## src/hw/scmc_consts.svh

```systemverilog
// register offsets, field positions, reset values and counts of the clock mode control block
`ifndef SCMC_CONSTS_SVH
`define SCMC_CONSTS_SVH

// apb byte offsets
`define SCMC_OFS_MODE        12'h000
`define SCMC_OFS_IRQ_STATUS  12'h004
`define SCMC_OFS_IRQ_MASK    12'h008
`define SCMC_OFS_STATE       12'h00C

// clock_mode_reg fields
`define SCMC_BIT_DIRECT      0
`define SCMC_BIT_IDLE_EN     1
`define SCMC_BIT_HIGH_RDY    2
`define SCMC_BIT_LOW_RDY     3
`define SCMC_BIT_FAST_WAKE   4
`define SCMC_SEL_LSB         5
`define SCMC_SEL_MSB         7
`define SCMC_MODE_RST        8'h03
`define SCMC_MODE_WMASK      8'hF3

// selection codes of the divider field
`define SCMC_SEL_LOW_A       3'h0
`define SCMC_SEL_LOW_B       3'h1

// interrupt status fields
`define SCMC_IRQ_HIGH_RDY    0
`define SCMC_IRQ_LOW_RDY     1
`define SCMC_IRQ_WAKE        2
`define SCMC_IRQ_W           3

// oscillator settle counts, in oscillator cycles (upper end of each range)
`define SCMC_XTAL_CNT        11'h400
`define SCMC_HIGH_RC_CNT     11'h010
`define SCMC_LOW_RC_CNT      11'h002

`endif

```

## src/hw/scmc_pkg.sv

```systemverilog
// types of the clock mode control block
package scmc_pkg;

  typedef enum logic [2:0] {
    ST_RUN,
    ST_IDLE_RUN,
    ST_IDLE_STOP,
    ST_SLEEP_LIGHT,
    ST_SLEEP_DEEP
  } scmc_state_t;

  typedef enum logic [1:0] {
    SRC_HIGH,
    SRC_HIGH_DIV,
    SRC_LOW,
    SRC_SUB
  } scmc_src_t;

endpackage

```

## src/hw/scmc_osc_ready.sv

```systemverilog
// settle counter that raises a ready flag once an oscillator has run long enough
`timescale 1ns/100ps
`default_nettype none
`include "scmc_consts.svh"

module scmc_osc_ready #(
  parameter logic [10:0] SHORT_CNT = 11'h010
) (
  // clock and reset
  input  wire logic clk,
  input  wire logic arst_n,
  // oscillator
  input  wire logic osc_run,
  input  wire logic osc_tick,
  input  wire logic is_crystal,
  // status
  output logic      ready
);

  logic [10:0] cnt_q;
  logic [10:0] target;
  logic        ready_q;

  assign target = is_crystal ? `SCMC_XTAL_CNT : SHORT_CNT;
  assign ready  = ready_q;

  // a stopped oscillator forgets its settle progress
  always_ff @(posedge clk or negedge arst_n) begin
    if (!arst_n) begin
      cnt_q <= 11'h000;
    end else if (!osc_run) begin
      cnt_q <= 11'h000;
    end else if (osc_tick && !ready_q) begin
      cnt_q <= cnt_q + 11'h001;
    end
  end

  always_ff @(posedge clk or negedge arst_n) begin
    if (!arst_n) begin
      ready_q <= 1'b0;
    end else if (!osc_run) begin
      ready_q <= 1'b0;
    end else if (osc_tick && (cnt_q + 11'h001 == target)) begin
      ready_q <= 1'b1;
    end
  end

  a_ready_off: assert property (@(posedge clk) disable iff (!arst_n)
    !osc_run |=> !ready_q)
    else $error("ready flag set while oscillator stopped");

  a_ready_count: assert property (@(posedge clk) disable iff (!arst_n)
    $rose(ready_q) |-> cnt_q == target)
    else $error("ready flag rose before settle count reached");

endmodule
`default_nettype wire

```

## src/hw/scmc_clock_mode_ctrl.sv

```systemverilog
// clock source selection, halt mode control and oscillator ready flags with apb registers
`timescale 1ns/100ps
`default_nettype none
`include "scmc_consts.svh"

module scmc_clock_mode_ctrl (
  // clock and reset
  input  wire logic        clk,
  input  wire logic        arst_n,
  // apb slave
  input  wire logic        psel,
  input  wire logic        penable,
  input  wire logic        pwrite,
  input  wire logic [11:0] paddr,
  input  wire logic [31:0] pwdata,
  output logic             pready,
  output logic [31:0]      prdata,
  output logic             pslverr,
  // core and wake sources
  input  wire logic        halt_req,
  input  wire logic        wake_req,
  input  wire logic        idle_sysclk_keepalive,
  input  wire logic        sub_keep_on,
  input  wire logic        wdt_src_sub,
  // oscillator configuration and ticks
  input  wire logic        high_crystal_osc,
  input  wire logic        low_crystal_osc,
  input  wire logic        high_osc_tick,
  input  wire logic        low_osc_tick,
  // clock controls
  output logic             high_osc_en,
  output logic             low_osc_en,
  output logic             cpu_clk_en,
  output logic             periph_clk_en,
  output logic             wdt_clk_en,
  output scmc_pkg::scmc_src_t sysclk_src,
  output logic [2:0]       sysclk_div_select,
  output logic             clock_running_idle,
  output logic             deep_sleep,
  // interrupt
  output logic             irq
);

  scmc_pkg::scmc_state_t state_q;
  scmc_pkg::scmc_state_t state_d;
  scmc_pkg::scmc_src_t   src_d;
  scmc_pkg::scmc_src_t   src_q;

  logic [2:0]  sel_q;
  logic        fast_en_q;
  logic        idle_en_q;
  logic        direct_q;
  logic        fast_wake_q;
  logic        high_rdy;
  logic        low_rdy;
  logic        high_rdy_q;
  logic        low_rdy_q;
  logic        need_high;
  logic        running;
  logic        wake_ev;
  logic [7:0]  mode_rd;
  logic [`SCMC_IRQ_W-1:0] irq_sts_q;
  logic [`SCMC_IRQ_W-1:0] irq_msk_q;
  logic [`SCMC_IRQ_W-1:0] irq_set;
  logic [31:0] rd_d;
  logic        err_d;
  logic        wr_en;
  logic        setup;
  localparam logic [7:0] MODE_RST = `SCMC_MODE_RST;

  assign setup = psel && !penable;
  assign wr_en = psel && penable && pwrite;
  assign pready = 1'b1;

  // register file
  assign mode_rd = {sel_q, fast_en_q, low_rdy, high_rdy, idle_en_q, direct_q};

  always_ff @(posedge clk or negedge arst_n) begin
    if (!arst_n) begin
      sel_q     <= MODE_RST[`SCMC_SEL_MSB:`SCMC_SEL_LSB];
      fast_en_q <= MODE_RST[`SCMC_BIT_FAST_WAKE];
      idle_en_q <= MODE_RST[`SCMC_BIT_IDLE_EN];
      direct_q  <= MODE_RST[`SCMC_BIT_DIRECT];
    end else if (wr_en && paddr == `SCMC_OFS_MODE) begin
      // ready flag positions are not stored; they always mirror hardware
      sel_q     <= pwdata[`SCMC_SEL_MSB:`SCMC_SEL_LSB];
      fast_en_q <= pwdata[`SCMC_BIT_FAST_WAKE];
      idle_en_q <= pwdata[`SCMC_BIT_IDLE_EN];
      direct_q  <= pwdata[`SCMC_BIT_DIRECT];
    end
  end

  always_ff @(posedge clk or negedge arst_n) begin
    if (!arst_n) begin
      irq_msk_q <= '0;
    end else if (wr_en && paddr == `SCMC_OFS_IRQ_MASK) begin
      irq_msk_q <= pwdata[`SCMC_IRQ_W-1:0];
    end
  end

  // set wins over a simultaneous write-one clear
  always_ff @(posedge clk or negedge arst_n) begin
    if (!arst_n) begin
      irq_sts_q <= '0;
    end else if (wr_en && paddr == `SCMC_OFS_IRQ_STATUS) begin
      irq_sts_q <= (irq_sts_q & ~pwdata[`SCMC_IRQ_W-1:0]) | irq_set;
    end else begin
      irq_sts_q <= irq_sts_q | irq_set;
    end
  end

  assign irq = |(irq_sts_q & irq_msk_q);

  always_comb begin
    rd_d  = 32'h0000_0000;
    err_d = 1'b0;
    unique case (paddr)
      `SCMC_OFS_MODE:       rd_d[7:0] = mode_rd;
      `SCMC_OFS_IRQ_STATUS: rd_d[`SCMC_IRQ_W-1:0] = irq_sts_q;
      `SCMC_OFS_IRQ_MASK:   rd_d[`SCMC_IRQ_W-1:0] = irq_msk_q;
      `SCMC_OFS_STATE:      rd_d[4:0] = {src_q, state_q};
      default:              err_d = 1'b1;
    endcase
  end

  // read data is fetched in the setup cycle so the access phase answers at once
  always_ff @(posedge clk or negedge arst_n) begin
    if (!arst_n) begin
      prdata  <= 32'h0000_0000;
      pslverr <= 1'b0;
    end else if (setup) begin
      prdata  <= rd_d;
      pslverr <= err_d;
    end
  end

  // operating mode
  always_comb begin
    state_d = state_q;
    unique case (state_q)
      scmc_pkg::ST_RUN: begin
        if (halt_req) begin
          if (idle_en_q) begin
            state_d = idle_sysclk_keepalive ? scmc_pkg::ST_IDLE_RUN : scmc_pkg::ST_IDLE_STOP;
          end else begin
            state_d = sub_keep_on ? scmc_pkg::ST_SLEEP_LIGHT : scmc_pkg::ST_SLEEP_DEEP;
          end
        end
      end
      scmc_pkg::ST_IDLE_RUN,
      scmc_pkg::ST_IDLE_STOP,
      scmc_pkg::ST_SLEEP_LIGHT,
      scmc_pkg::ST_SLEEP_DEEP: begin
        if (wake_req) begin
          state_d = scmc_pkg::ST_RUN;
        end
      end
    endcase
  end

  always_ff @(posedge clk or negedge arst_n) begin
    if (!arst_n) begin
      state_q <= scmc_pkg::ST_RUN;
    end else begin
      state_q <= state_d;
    end
  end

  assign wake_ev = (state_q != scmc_pkg::ST_RUN) && wake_req;

  // fast wake-up only helps when the substitute clock was kept alive
  always_ff @(posedge clk or negedge arst_n) begin
    if (!arst_n) begin
      fast_wake_q <= 1'b0;
    end else if (wake_ev) begin
      fast_wake_q <= fast_en_q && high_crystal_osc && need_high &&
                     (state_q == scmc_pkg::ST_IDLE_STOP || state_q == scmc_pkg::ST_SLEEP_LIGHT);
    end else if (high_rdy) begin
      fast_wake_q <= 1'b0;
    end
  end

  // clock gating
  assign need_high = direct_q || (sel_q != `SCMC_SEL_LOW_A && sel_q != `SCMC_SEL_LOW_B);
  assign running   = state_q == scmc_pkg::ST_RUN || state_q == scmc_pkg::ST_IDLE_RUN;

  assign high_osc_en        = running && need_high;
  assign low_osc_en         = state_q != scmc_pkg::ST_SLEEP_DEEP;
  assign cpu_clk_en         = state_q == scmc_pkg::ST_RUN;
  assign periph_clk_en      = running;
  assign clock_running_idle = state_q == scmc_pkg::ST_IDLE_RUN;
  assign deep_sleep         = state_q == scmc_pkg::ST_SLEEP_DEEP;

  always_comb begin
    wdt_clk_en = 1'b0;
    unique case (state_q)
      scmc_pkg::ST_RUN,
      scmc_pkg::ST_IDLE_RUN:    wdt_clk_en = 1'b1;
      scmc_pkg::ST_IDLE_STOP,
      scmc_pkg::ST_SLEEP_LIGHT: wdt_clk_en = wdt_src_sub;
      scmc_pkg::ST_SLEEP_DEEP:  wdt_clk_en = 1'b0;
    endcase
  end

  always_comb begin
    if (fast_wake_q) begin
      src_d = scmc_pkg::SRC_SUB;
    end else if (direct_q) begin
      src_d = scmc_pkg::SRC_HIGH;
    end else if (!need_high) begin
      src_d = scmc_pkg::SRC_LOW;
    end else begin
      src_d = scmc_pkg::SRC_HIGH_DIV;
    end
  end

  always_ff @(posedge clk or negedge arst_n) begin
    if (!arst_n) begin
      src_q             <= scmc_pkg::SRC_HIGH;
      sysclk_div_select <= MODE_RST[`SCMC_SEL_MSB:`SCMC_SEL_LSB];
    end else begin
      src_q             <= src_d;
      sysclk_div_select <= sel_q;
    end
  end

  assign sysclk_src = src_q;

  // oscillator ready flags
  scmc_osc_ready #(
    .SHORT_CNT (`SCMC_HIGH_RC_CNT)
  ) u_high_ready (
    .clk        (clk),
    .arst_n     (arst_n),
    .osc_run    (high_osc_en),
    .osc_tick   (high_osc_tick),
    .is_crystal (high_crystal_osc),
    .ready      (high_rdy)
  );

  scmc_osc_ready #(
    .SHORT_CNT (`SCMC_LOW_RC_CNT)
  ) u_low_ready (
    .clk        (clk),
    .arst_n     (arst_n),
    .osc_run    (low_osc_en),
    .osc_tick   (low_osc_tick),
    .is_crystal (low_crystal_osc),
    .ready      (low_rdy)
  );

  always_ff @(posedge clk or negedge arst_n) begin
    if (!arst_n) begin
      high_rdy_q <= 1'b0;
      low_rdy_q  <= 1'b0;
    end else begin
      high_rdy_q <= high_rdy;
      low_rdy_q  <= low_rdy;
    end
  end

  assign irq_set[`SCMC_IRQ_HIGH_RDY] = high_rdy && !high_rdy_q;
  assign irq_set[`SCMC_IRQ_LOW_RDY]  = low_rdy && !low_rdy_q;
  assign irq_set[`SCMC_IRQ_WAKE]     = wake_ev;

  // checks
  a_halt_idle_run: assert property (@(posedge clk) disable iff (!arst_n)
    state_q == scmc_pkg::ST_RUN && halt_req && idle_en_q && idle_sysclk_keepalive
    |=> state_q == scmc_pkg::ST_IDLE_RUN && clock_running_idle)
    else $error("halt with idle and keepalive did not enter clock-running idle");

  a_idle_cpu_off: assert property (@(posedge clk) disable iff (!arst_n)
    state_q == scmc_pkg::ST_IDLE_RUN |-> !cpu_clk_en && (high_osc_en == need_high) && low_osc_en)
    else $error("clock-running idle gated the wrong clocks");

  a_idle_periph: assert property (@(posedge clk) disable iff (!arst_n)
    clock_running_idle |-> periph_clk_en)
    else $error("peripheral clock stopped in clock-running idle");

  a_idle_wdt: assert property (@(posedge clk) disable iff (!arst_n)
    clock_running_idle |-> wdt_clk_en)
    else $error("watchdog clock stopped in clock-running idle");

  a_sel_low_src: assert property (@(posedge clk) disable iff (!arst_n)
    !direct_q && !fast_wake_q && (sel_q == `SCMC_SEL_LOW_A || sel_q == `SCMC_SEL_LOW_B)
    |-> !high_osc_en ##1 sysclk_src == scmc_pkg::SRC_LOW)
    else $error("low clock selection not applied");

  a_fast_sub: assert property (@(posedge clk) disable iff (!arst_n)
    fast_wake_q && !high_rdy |=> sysclk_src == scmc_pkg::SRC_SUB)
    else $error("fast wake-up did not run from substitute clock");

  a_low_deep: assert property (@(posedge clk) disable iff (!arst_n)
    state_q == scmc_pkg::ST_SLEEP_DEEP ##1 state_q == scmc_pkg::ST_SLEEP_DEEP |-> !low_rdy)
    else $error("low ready flag high in deep sleep");

  a_high_bit: assert property (@(posedge clk) disable iff (!arst_n)
    setup && paddr == `SCMC_OFS_MODE |=> prdata[`SCMC_BIT_HIGH_RDY] == $past(high_rdy))
    else $error("bit 2 does not show the high ready flag");

  a_high_stop: assert property (@(posedge clk) disable iff (!arst_n)
    state_q == scmc_pkg::ST_IDLE_STOP |=> !high_rdy)
    else $error("high ready flag held while oscillator stopped");

  a_halt_sleep: assert property (@(posedge clk) disable iff (!arst_n)
    state_q == scmc_pkg::ST_RUN && halt_req && !idle_en_q
    |=> state_q == scmc_pkg::ST_SLEEP_LIGHT || state_q == scmc_pkg::ST_SLEEP_DEEP)
    else $error("halt with idle disabled did not enter sleep");

  a_direct_high: assert property (@(posedge clk) disable iff (!arst_n)
    direct_q && !fast_wake_q |=> sysclk_src == scmc_pkg::SRC_HIGH)
    else $error("direct selection did not pick undivided high clock");

  a_rdy_nowrite: assert property (@(posedge clk) disable iff (!arst_n)
    wr_en && paddr == `SCMC_OFS_MODE |=> high_rdy == $past(high_rdy) || $past(high_osc_tick) || !$past(high_osc_en))
    else $error("software write changed the high ready flag");

endmodule
`default_nettype wire

```

## config.mk

```make
export PLATFORM = sky130hd
export DESIGN_NAME = scmc_clock_mode_ctrl
export DESIGN_NICKNAME = d
export VERILOG_FILES = /design/src/hw/scmc_pkg.sv /design/src/hw/scmc_osc_ready.sv /design/src/hw/scmc_clock_mode_ctrl.sv
export VERILOG_INCLUDE_DIRS = /design/src /design/src/hw
export SDC_FILE = /design/constraint.sdc
export NUM_CORES = 1
export LEC_CHECK = 0
export BUFFER_PORTS_ARGS = -buffer_cell sky130_fd_sc_hd__buf_2
export CAP_MARGIN = 10
export CORE_ASPECT_RATIO = 1.2
export CORE_MARGIN = 1
export CORE_UTILIZATION = 25
export DETAILED_ROUTE_END_ITERATION = 12
export GPL_ROUTABILITY_DRIVEN = 0
export SETUP_SLACK_MARGIN = 0.3
export SLEW_MARGIN = 10
export SYNTH_ARGS = -nofsm -noshare
export SYNTH_HDL_FRONTEND = slang
export SYNTH_HIERARCHICAL = 1
export SYNTH_SLANG_ARGS = --single-unit
export TNS_END_PERCENT = 20
```

## constraint.sdc

```tcl
create_clock -name clk -period 3.7 [get_ports clk]
set_clock_uncertainty 0.1 [all_clocks]
set_input_delay 0.74 -clock clk [delete_from_list [all_inputs] [get_ports clk]]
set_output_delay 0.74 -clock clk [all_outputs]
set_load 0.01 [all_outputs]
```

Word-level counts from Yosys, hierarchy flattened
Cells that the tools add are included.
Word-level totals
  register bits: 56
  input bits: 58
  output and inout bits: 47
  word-level logic and storage cells: 106
Cells by class
  $add $sub $neg: 2
  equal/unequal tests: 17
  multiplexer cells: 27
  bitwise gates (word level): 5
  reduce and logical (&&, ||, !) cells: 37
Operator list (count)
  $mux W11: 6
  $eq A12 B4 Y1 const B: 2
  $add A11 B1 Y11 const B: 2
  $eq A11 B11 Y1: 2
  $logic_and A1 B1 Y1: 18
  $mux W3: 6
  $eq A12 B3 Y1 const B: 1
  $logic_not A12 Y1: 1
  $ne A2 B2 Y1 const B: 6
  $pmux W3 S4: 1
  $mux W2: 4
  $reduce_or A4 Y1: 2
  $mux W1: 7
  $and A3 B3 Y3: 2
  $eq A3 B2 Y1 const B: 2
  $or A3 B3 Y3: 2
  $pmux W3 S2: 1
  $reduce_bool A3 Y1: 2
  $logic_not A1 Y1: 5
  $pmux W2 S2: 1
  $reduce_or A2 Y1: 2
  $eq A3 B1 Y1 const B: 1
  $eq A3 B3 Y1 const B: 1
  $logic_not A3 Y1: 1
  other kinds (8): 10

Longest topological paths before layout
Gate-level depths: netlist (run 1).
  depth in word-level cells: 6
  gate-level depth with buffers: 6
  depth with buffers taken out: 6

By module
The synthesis (run 1) kept the hierarchy.
Modules (own cells, without submodules)
  scmc_clock_mode_ctrl: instances 1, cells each 148, area an instance 1682.9 µm², seq. area each 803.3 µm²
  scmc_osc_ready at u_high_ready: instances 1, cells each 81, area an instance 794.5 µm², seq. area each 300.3 µm²
  scmc_osc_ready at u_low_ready: instances 1, cells each 77, area an instance 750.7 µm², seq. area each 300.3 µm²

Worst setup path after synthesis (run 1)
No wires, ideal clock.
  kind: input port to flip-flop
  from: in paddr[2]
  to: reg irq_msk_q[0]
  setup time: 0.125 ns
  arrival time: 2.139 ns
  data required time: 3.475 ns
  path slack: 1.336 ns
  stages on the path: 4
  cell sequence: buf_4 or4b_2 nor4_4 mux2_2
Between the ends
  word-level cells in the longest chain between the ends: 2
RTL lines
  start, declared: line scmc_clock_mode_ctrl.sv:14  | input wire logic [11:0] paddr,
  $eq A12 B4 Y1
  $logic_and A1 B1 Y1 (no source line)
  end signal, assigned: line scmc_clock_mode_ctrl.sv:97  | irq_msk_q <= pwdata[`SCMC_IRQ_W-1:0];
  end, declared: line scmc_clock_mode_ctrl.sv:63  | logic [`SCMC_IRQ_W-1:0] irq_msk_q;
Every way passes these cells.
A chain may end at the register's enable or synchronous reset.

Worst setup path after layout (run 1)
  from: reg state_q[1]
  to: out wdt_clk_en
Between the ends
  word-level cells in the longest chain between the ends: 3
  elaborated cells on any way between the ends: 8
  those cells by class: 4 x eq/ne; 1 x mux; 3 x reduce/logical
RTL lines
  start, declared: line scmc_clock_mode_ctrl.sv:44  | scmc_pkg::scmc_state_t state_q;
  start signal, assigned: line scmc_clock_mode_ctrl.sv:163  | state_q <= scmc_pkg::ST_RUN;
  start signal, assigned: line scmc_clock_mode_ctrl.sv:165  | state_q <= state_d;
  $eq A3 B2 Y1, or another cell as far along: line scmc_clock_mode_ctrl.sv:196  | unique case (state_q)
  $reduce_or A2 Y1: line scmc_clock_mode_ctrl.sv:196
  $pmux W1 S3 *: line scmc_clock_mode_ctrl.sv:196
  end, declared: line scmc_clock_mode_ctrl.sv:35  | output logic wdt_clk_en,
Every way passes the cells marked *; elsewhere a longest branch is shown, timed or not.

==> results of run 1 <==
worst max path at each step:
stage / end / slack [ns] / startpoint / depth (start not counted)
floorplan: irq_msk_q[0] / 1.34 / paddr[2] / 4
global placement: sel_q[1] / 1.06 / paddr[9] / 4
detailed placement: sel_q[2] / 1.02 / paddr[9] / 4
CTS: wdt_clk_en / 1.21 / state_q[1] / 5
global route: wdt_clk_en / 1.05 / state_q[1] / 5
finish: wdt_clk_en / 1.25 / state_q[1] / 5
placed cells by master, fill, tap and decap left out, drive strengths merged, types with 9 or more instances in the layout:
cell	count
buf	57
dfrtp	54
conb	25
xnor2	20
and2	20
nand2	17
nor2	11
inv	11
nand4	10
nand3	10
mux2	9
worst register-to-register path: stages (launching register included):
cell     delay (ns)
dfrtp_1        0.45
nor2b_1        0.55
and3_1         0.34
nand4_1        0.13
xnor2_1        0.14
and2_1         0.15
synthesized netlist by cell type, types with 2 or more instances:
cell type | instances | area share (%)
and3_1 | 2 | 0.39
nand4_1 | 10 | 1.9
buf_2 | 2 | 0.31
buf_4 | 26 | 6.0
ha_1 | 3 | 1.2
inv_1 | 9 | 1.0
mux4_2 | 3 | 2.1
xor2_1 | 6 | 1.6
nor4_1 | 2 | 0.39
nor3_1 | 7 | 1.1
and2_1 | 19 | 3.7
nand3_4 | 2 | 1.1
a22oi_1 | 2 | 0.46
conb_1 | 2 | 0.23
nor2_1 | 11 | 1.3
mux2_2 | 9 | 3.1
o22ai_1 | 3 | 0.58
or2_2 | 3 | 0.58
or4_4 | 2 | 0.70
nand2b_1 | 3 | 0.58
a21boi_0 | 4 | 0.93
a21oi_1 | 6 | 0.93
a21o_1 | 2 | 0.46
or4_1 | 2 | 0.46
o21bai_1 | 3 | 0.70
a32o_1 | 4 | 1.2
xnor2_1 | 20 | 5.4
or4b_2 | 3 | 0.93
or3_1 | 3 | 0.58
a22o_1 | 5 | 1.4
nor4_4 | 3 | 2.0
dfrtp_1 | 54 | 42
o21ai_0 | 8 | 1.2
dfstp_2 | 2 | 1.6
nand2_1 | 17 | 2.0
nand3_1 | 8 | 1.2
clkbuf_1 | 8 | 0.93
nor2b_1 | 6 | 1.2
registers in the layout, indices dropped and copies added, names as in the netlist, 2 cells and up:
signal	cells
prdata	8
u_low_ready/cnt_q	11
u_high_ready/cnt_q	11
sysclk_div_select	3
irq_msk_q	3
irq_sts_q	3
sel_q	3
state_q	3
sysclk_src	2
cell families after synthesis:
family                     synth area share (%)
DFF                                        43.5
buffers and inverters                      8.84
other                                     0.233
muxes                                      5.54
adders and majority gates                  1.16
and+or+nand+nor                            22.2
AOI/OAI and AO/OA                          11.5
xor gates and xnor gates                   7.05
routing by layer:
metal / track usage [%] / routed length [um] / vias to the layer above
met4: 3.19 / 85 / 0
met1: 13.0 / 2960 / 1153
li1: - / - / 1140
met3: 2.57 / 358 / 5
met2: 18.1 / 3260 / 69
met5: 0 / 0 / -
layout make-up:
type	count	area [um^2]	area share [%]
sequential	56	1400	37.8
multi-input combinational	226	1630	43.8
timing repair buffer	57	293	7.89
inverter	9	33.8	0.910
tap	164	205	5.53
clock inverter	3	25.0	0.674
clock buffer	5	125	3.37
through the flow:
stage	utilization, %	setup WS, ns	hold WS, ns	cells	power [mW]
3_5_place_dp	28.2	1.02	0.295	512	1.13
2_1_floorplan	-	1.34	0.271	329	1.01
6_report	29.4	1.25	0.303	520	1.60
4_1_cts	29.4	1.21	0.313	520	1.63
3_3_place_gp	28.2	1.06	0.298	512	1.12
5_1_grt	29.4	1.05	0.324	520	1.70
report_power, final:
| group | total [mW] | switching, mW | internal [mW] |
|---|---|---|---|
| clock network | 0.486 | 0.230 | 0.256 |
| registers | 0.734 | 0.0771 | 0.657 |
| logic | 0.377 | 0.210 | 0.167 |
| total | 1.60 | 0.517 | 1.08 |
==> results.toml, run 1 <==
[run_status]
status = "finished, final reports clean"

[drt]
drtIter0Drc = 137
drtAntennaViolNets = 0
num_vias = 2367
via_per_inst = 4.55
drt_pass1_iterations = 4
wl_per_cell_um = 12.8
drt-total-wl_um = 6660
drc = 0

[clocking]
clkTransAtPathRegs_ns = 0.07
tritoncts = "yes"
postCtsSetupBuffers = 0
cts_buffer_depth = 2
hold_buffers = 0
cts.repair.resized = 0
cts_root_buf = "clkbuf_16"
htree_levels = 2
cts.sinks = 56
cts_made_buffers = 5
clk_latency_ns = 0.29

[finish]
fin_nets = 416
insertedDiodeCount = 0
area_delta_synth_final_pct = 15.0
fill_cells = 1327
postLayoutCellArea_um2 = 3710
drive_gt1_share_pct = 28.4

[sta]
setup_tns_ns = 0
hold_violations = 0
report.final.setup_viol = 0
relSlewSlack_pct = 36.4
max_freq_mhz = 408
worst_pin_slew_ns = 0.954
maxSlewViolCount = 0
min_period_over_period_pct = 66.2
rsz0062_at_grt = "no"
min_period_ns = 2.45

[setup_path]
cp_max_fo = 15
reg2reg_to = "u_low_ready/cnt_q[8]"
regToRegSetupSlack_ns = 1.74
max_stage_delay_ns = 0.55
worst_setup_path_end_kind = "output pin"
cp.required_ns = 2.86
critPathTopFamily = "flip-flops"
path_cells = "nor2_1, nand2_1, inv_1, nor2_1, buf_2"
worstSetupStartpointType = "flop"
reg2reg_depth = 5
crit_slowest_cell = "dfrtp_1"
arrival_ns = 1.61
rr_startpoint = "u_low_ready/ready"
cp.buffers_inverters = 2
crit_path_frequent_cell = "nor2_1"
crit_type = "flop to output pin"

[hold_path]
min_path_cells = 0
hold_path.startpoint = "sel_q[0]"
hold_path.class = "flop to flop"
min_to = "sysclk_div_select[0]"

[flow_run]
drv_cap = 0

[floorplan]
num_rows = 45
die_h_um = 126
dieArea_um2 = 13400
initial_core_util_pct = 25.6
fp.coreArea_um2 = 12600
die_w_um = 106
io_pins = 105

[pwr]
p_leak_nw = 1.70
vdd_drop_max_mv = 0.199
power_density_nw_per_um2 = 431

[synthesis]
ys_ff_latch = 56
ys.flop_type = "dfrtp_1"
yosysUniqueCellTypes = 60
async_flop_share_pct = 100
ys.warnings.count = 6
synthCells = 306
syn_area_um2 = 3230
avgSynthCellArea_um2 = 10.5
seq_area_frac_synth_pct = 43.5
synth_edf_count = 0

[placed_design]
hpwl_um = 5140
place_area_um2 = 3560
port-buffer-count = 54

[global_routing]
grt_antenna_before_repair = 0
grt_pass1_vias = 2224
grt_pass1_wl_um = 11200
overflow = 0
grtUsageTotal_pct = 10.5
grt_max_degree = 43
Note: power is estimated with default switching activity, not from simulation.
==> run 2, diff against run 1 <==
--- a/config.mk
+++ b/config.mk
@@ -6,6 +6,7 @@
 export SDC_FILE = /design/constraint.sdc
 export NUM_CORES = 1
 export LEC_CHECK = 0
+export ABC_AREA = 1
 export BUFFER_PORTS_ARGS = -buffer_cell sky130_fd_sc_hd__buf_2
 export CAP_MARGIN = 10
 export CORE_ASPECT_RATIO = 1.2
==> constraint.sdc (replaced) <==
create_clock -name clk -period 2.2 [get_ports clk]
set_clock_uncertainty 0.1 [all_clocks]
set_input_delay 0.44 -clock clk [delete_from_list [all_inputs] [get_ports clk]]
set_output_delay 0.44 -clock clk [all_outputs]
set_load 0.01 [all_outputs]
==> run 2 against run 1 <==
Net effect: via count increased by 22%; synthesized cell count increased by 41%; combinational power increased by 45%; largest power group unchanged; core utilization increased by 1.2 points; sequential power increased by 58%; die area increased by 3.5%.
==> results.toml, run 2 <==
[drt]
via_per_inst = 4.37
top_layer_used = "met5"
drt-total-wl_um = 7740
num_vias = 2884
drtAntennaViolNets = 0
dr_wl_met2_um = 3790
wl_met1_um = 3470
drtIter0Drc = 124
drt_pass1_iterations = 4
wl_met3_um = 405
wl_per_cell_um = 11.7
drc = 0

[synthesis]
ys_ff_latch = 56
synthCells = 432
syn_area_um2 = 3340
async_flop_share_pct = 100
ys.flop_type = "dfrtp_1"
synth_commonest_cells = "140 x nand2_1, 54 x dfrtp_1, 45 x inv_1, 38 x nand3_1, 25 x buf_4"
synth_top_cell_by_area = "dfrtp_1"
avgSynthCellArea_um2 = 7.74
yosysMostFrequentCell = "nand2_1"
synth_edf_count = 0
synth_top_area_share_pct = 40.4
seq_area_frac_synth_pct = 42.0
yosysUniqueCellTypes = 36
ys.warnings.count = 6
synthTopCellsByArea = "dfrtp_1 40%, nand2_1 16%, nand3_1 5.7%"

[setup_path]
crit_type = "flop to output pin"
cp.buffers_inverters = 1
cp.required_ns = 1.66
worstSetupStartpointType = "flop"
rr_startpoint = "direct_q"
path_cells = "nor3_2, nor3_2, buf_2"
crit_path_frequent_cell = "nor3_2"
regToRegSetupSlack_ns = 0.44
arrival_ns = 1.34
cp_max_fo = 3
worst_setup_path_end_kind = "output pin"
max_stage_delay_ns = 0.55
crit_slowest_cell = "dfstp_2"
startpoint = "direct_q"
critPathTopFamily = "flip-flops"

[placed_design]
hpwl_um = 6070
port-buffer-count = 54
post-place-ws_ns = 0.331

[clocking]
cts_made_buffers = 5
cts_buffer_depth = 2
cts_root_buf = "clkbuf_16"
tritoncts = "yes"
clkTransAtPathRegs_ns = 0.08
cts.sinks = 56
htree_levels = 2
clk_latency_ns = 0.29

[hold_path]
hold_path.class = "primary input to asynchronous set/reset pin"

[sta]
report.final.setup_viol = 0
rsz0062_at_grt = "yes"
relSlewSlack_pct = 64.4
max_freq_mhz = 531
maxSlewViolCount = 0
worst_pin_slew_ns = 0.534
setup_tns_ns = 0
worst_slack_ns = 0.316
hold_violations = 0
min_period_over_period_pct = 85.6
min_period_ns = 1.88

[floorplan]
initial_core_util_pct = 26.1
num_rows = 45
io_pins = 105
die_w_um = 108
die_h_um = 129
fp.coreArea_um2 = 12800
dieArea_um2 = 13800

[global_routing]
grt_pass1_vias = 2744
overflow = 0
grt_antenna_before_repair = 1
grt_pass1_wl_um = 12900
grtUsageTotal_pct = 11.7
grt_max_degree = 39

[finish]
utilization_pct = 30.6
most-common-layout-cells = "140 x nand2_1, 54 x buf_2, 52 x dfrtp_1"
top_regs = "u_high_ready/cnt_q x11, u_low_ready/cnt_q x11, prdata x8"
fin_nets = 556
drive_gt1_share_pct = 23.8
final_common_cell = "nand2_1"
fill_cells = 1396
insertedDiodeCount = 0
area_delta_synth_final_pct = 17.5

[pwr]
p_leak_nw = 2.00
power_density_nw_per_um2 = 643
vdd_drop_max_mv = 0.260
power_mw = 2.53

[run_status]
status = "finished, final reports clean"

[flow_run]
drv_cap = 0
## run 2: cell count changes in the layout (fill, tap and decap cells not counted), sizes merged, moves of 9 or more
| cell | change |
|---|---|
| nor2 | +31 |
| o21ai | +18 |
| nand3 | +36 |
| and2 | -20 |
| mux2 | -9 |
| inv | +39 |
| o22ai | +9 |
| xnor2 | -19 |
| nand2 | +129 |
## run 2: report_power, final
group | internal [mW] | switching [mW]
sequential | 1.08 | 0.0822
clock | 0.431 | 0.387
combinational | 0.178 | 0.367
## run 2: layer usage
metal,global-route usage (%),vias up
met5,0,-
met1,14.8,1341
met2,20.4,68
met3,2.43,8
met4,2.42,2
li1,-,1465
## run 2: path summary, 6_finish.rpt
path,end,cells after the start
max reg2reg,u_high_ready/cnt_q[3],7
min,u_low_ready/cnt_q[2],1
min in group clk,sel_q[0],3
min reg2reg,irq_sts_q[1],1
max in group asynchronous,direct_q,2
max,high_osc_en,3
## run 2: through the flow
step           area (um^2)  std cells  hold WS (ns)
3_5_place_dp          3740        650         0.300
4_1_cts               3930        660        0.0353
3_3_place_gp          3740        650         0.292
5_1_grt               3930        660        0.0437
6_report              3930        660        0.0140
2_1_floorplan         3440        455        0.0444
## run 2: repair_timing
action	CTS	global route
pin swaps	1	0
hold buffers	0	0
gates resized for setup	4	4
setup endpoints to repair	2	12
cloned	0	0
setup buffers	2	0
## run 2: kinds of logic (layout without fill, tap and decap cells)
family | Yosys count | in the layout | synth area share [%]
adder cells (fa/ha/maj) | 3 | 3 | 1.12
other | 2 | 25 | 0.225
AND/OR/NAND/NOR | 246 | 246 | 36.0
AO/OA/AOI/OAI | 49 | 49 | 8.72
buffers and inverters | 74 | 115 | 11.4
flip-flops | 56 | 56 | 42.0
XOR/XNOR | 2 | 2 | 0.524
## run 2: cell type report
cell class / count / area [um^2] / share of cell area [%]
timing repair buffer: 59 / 320 / 8.15
tap: 164 / 205 / 5.22
sequential: 56 / 1410 / 35.8
clock buffer: 5 / 125 / 3.18
inverter: 48 / 180 / 4.58
multi-input combinational: 325 / 1670 / 42.5
clock inverter: 3 / 25.0 / 0.637
## run 2: worst register-to-register path, cell delays in order, from the launching register on
cell	delay (ns)
dfstp_2	0.55
nor3_2	0.06
nor3_2	0.25
buf_4	0.19
inv_1	0.06
nor2_2	0.20
inv_2	0.12
o22ai_1	0.15
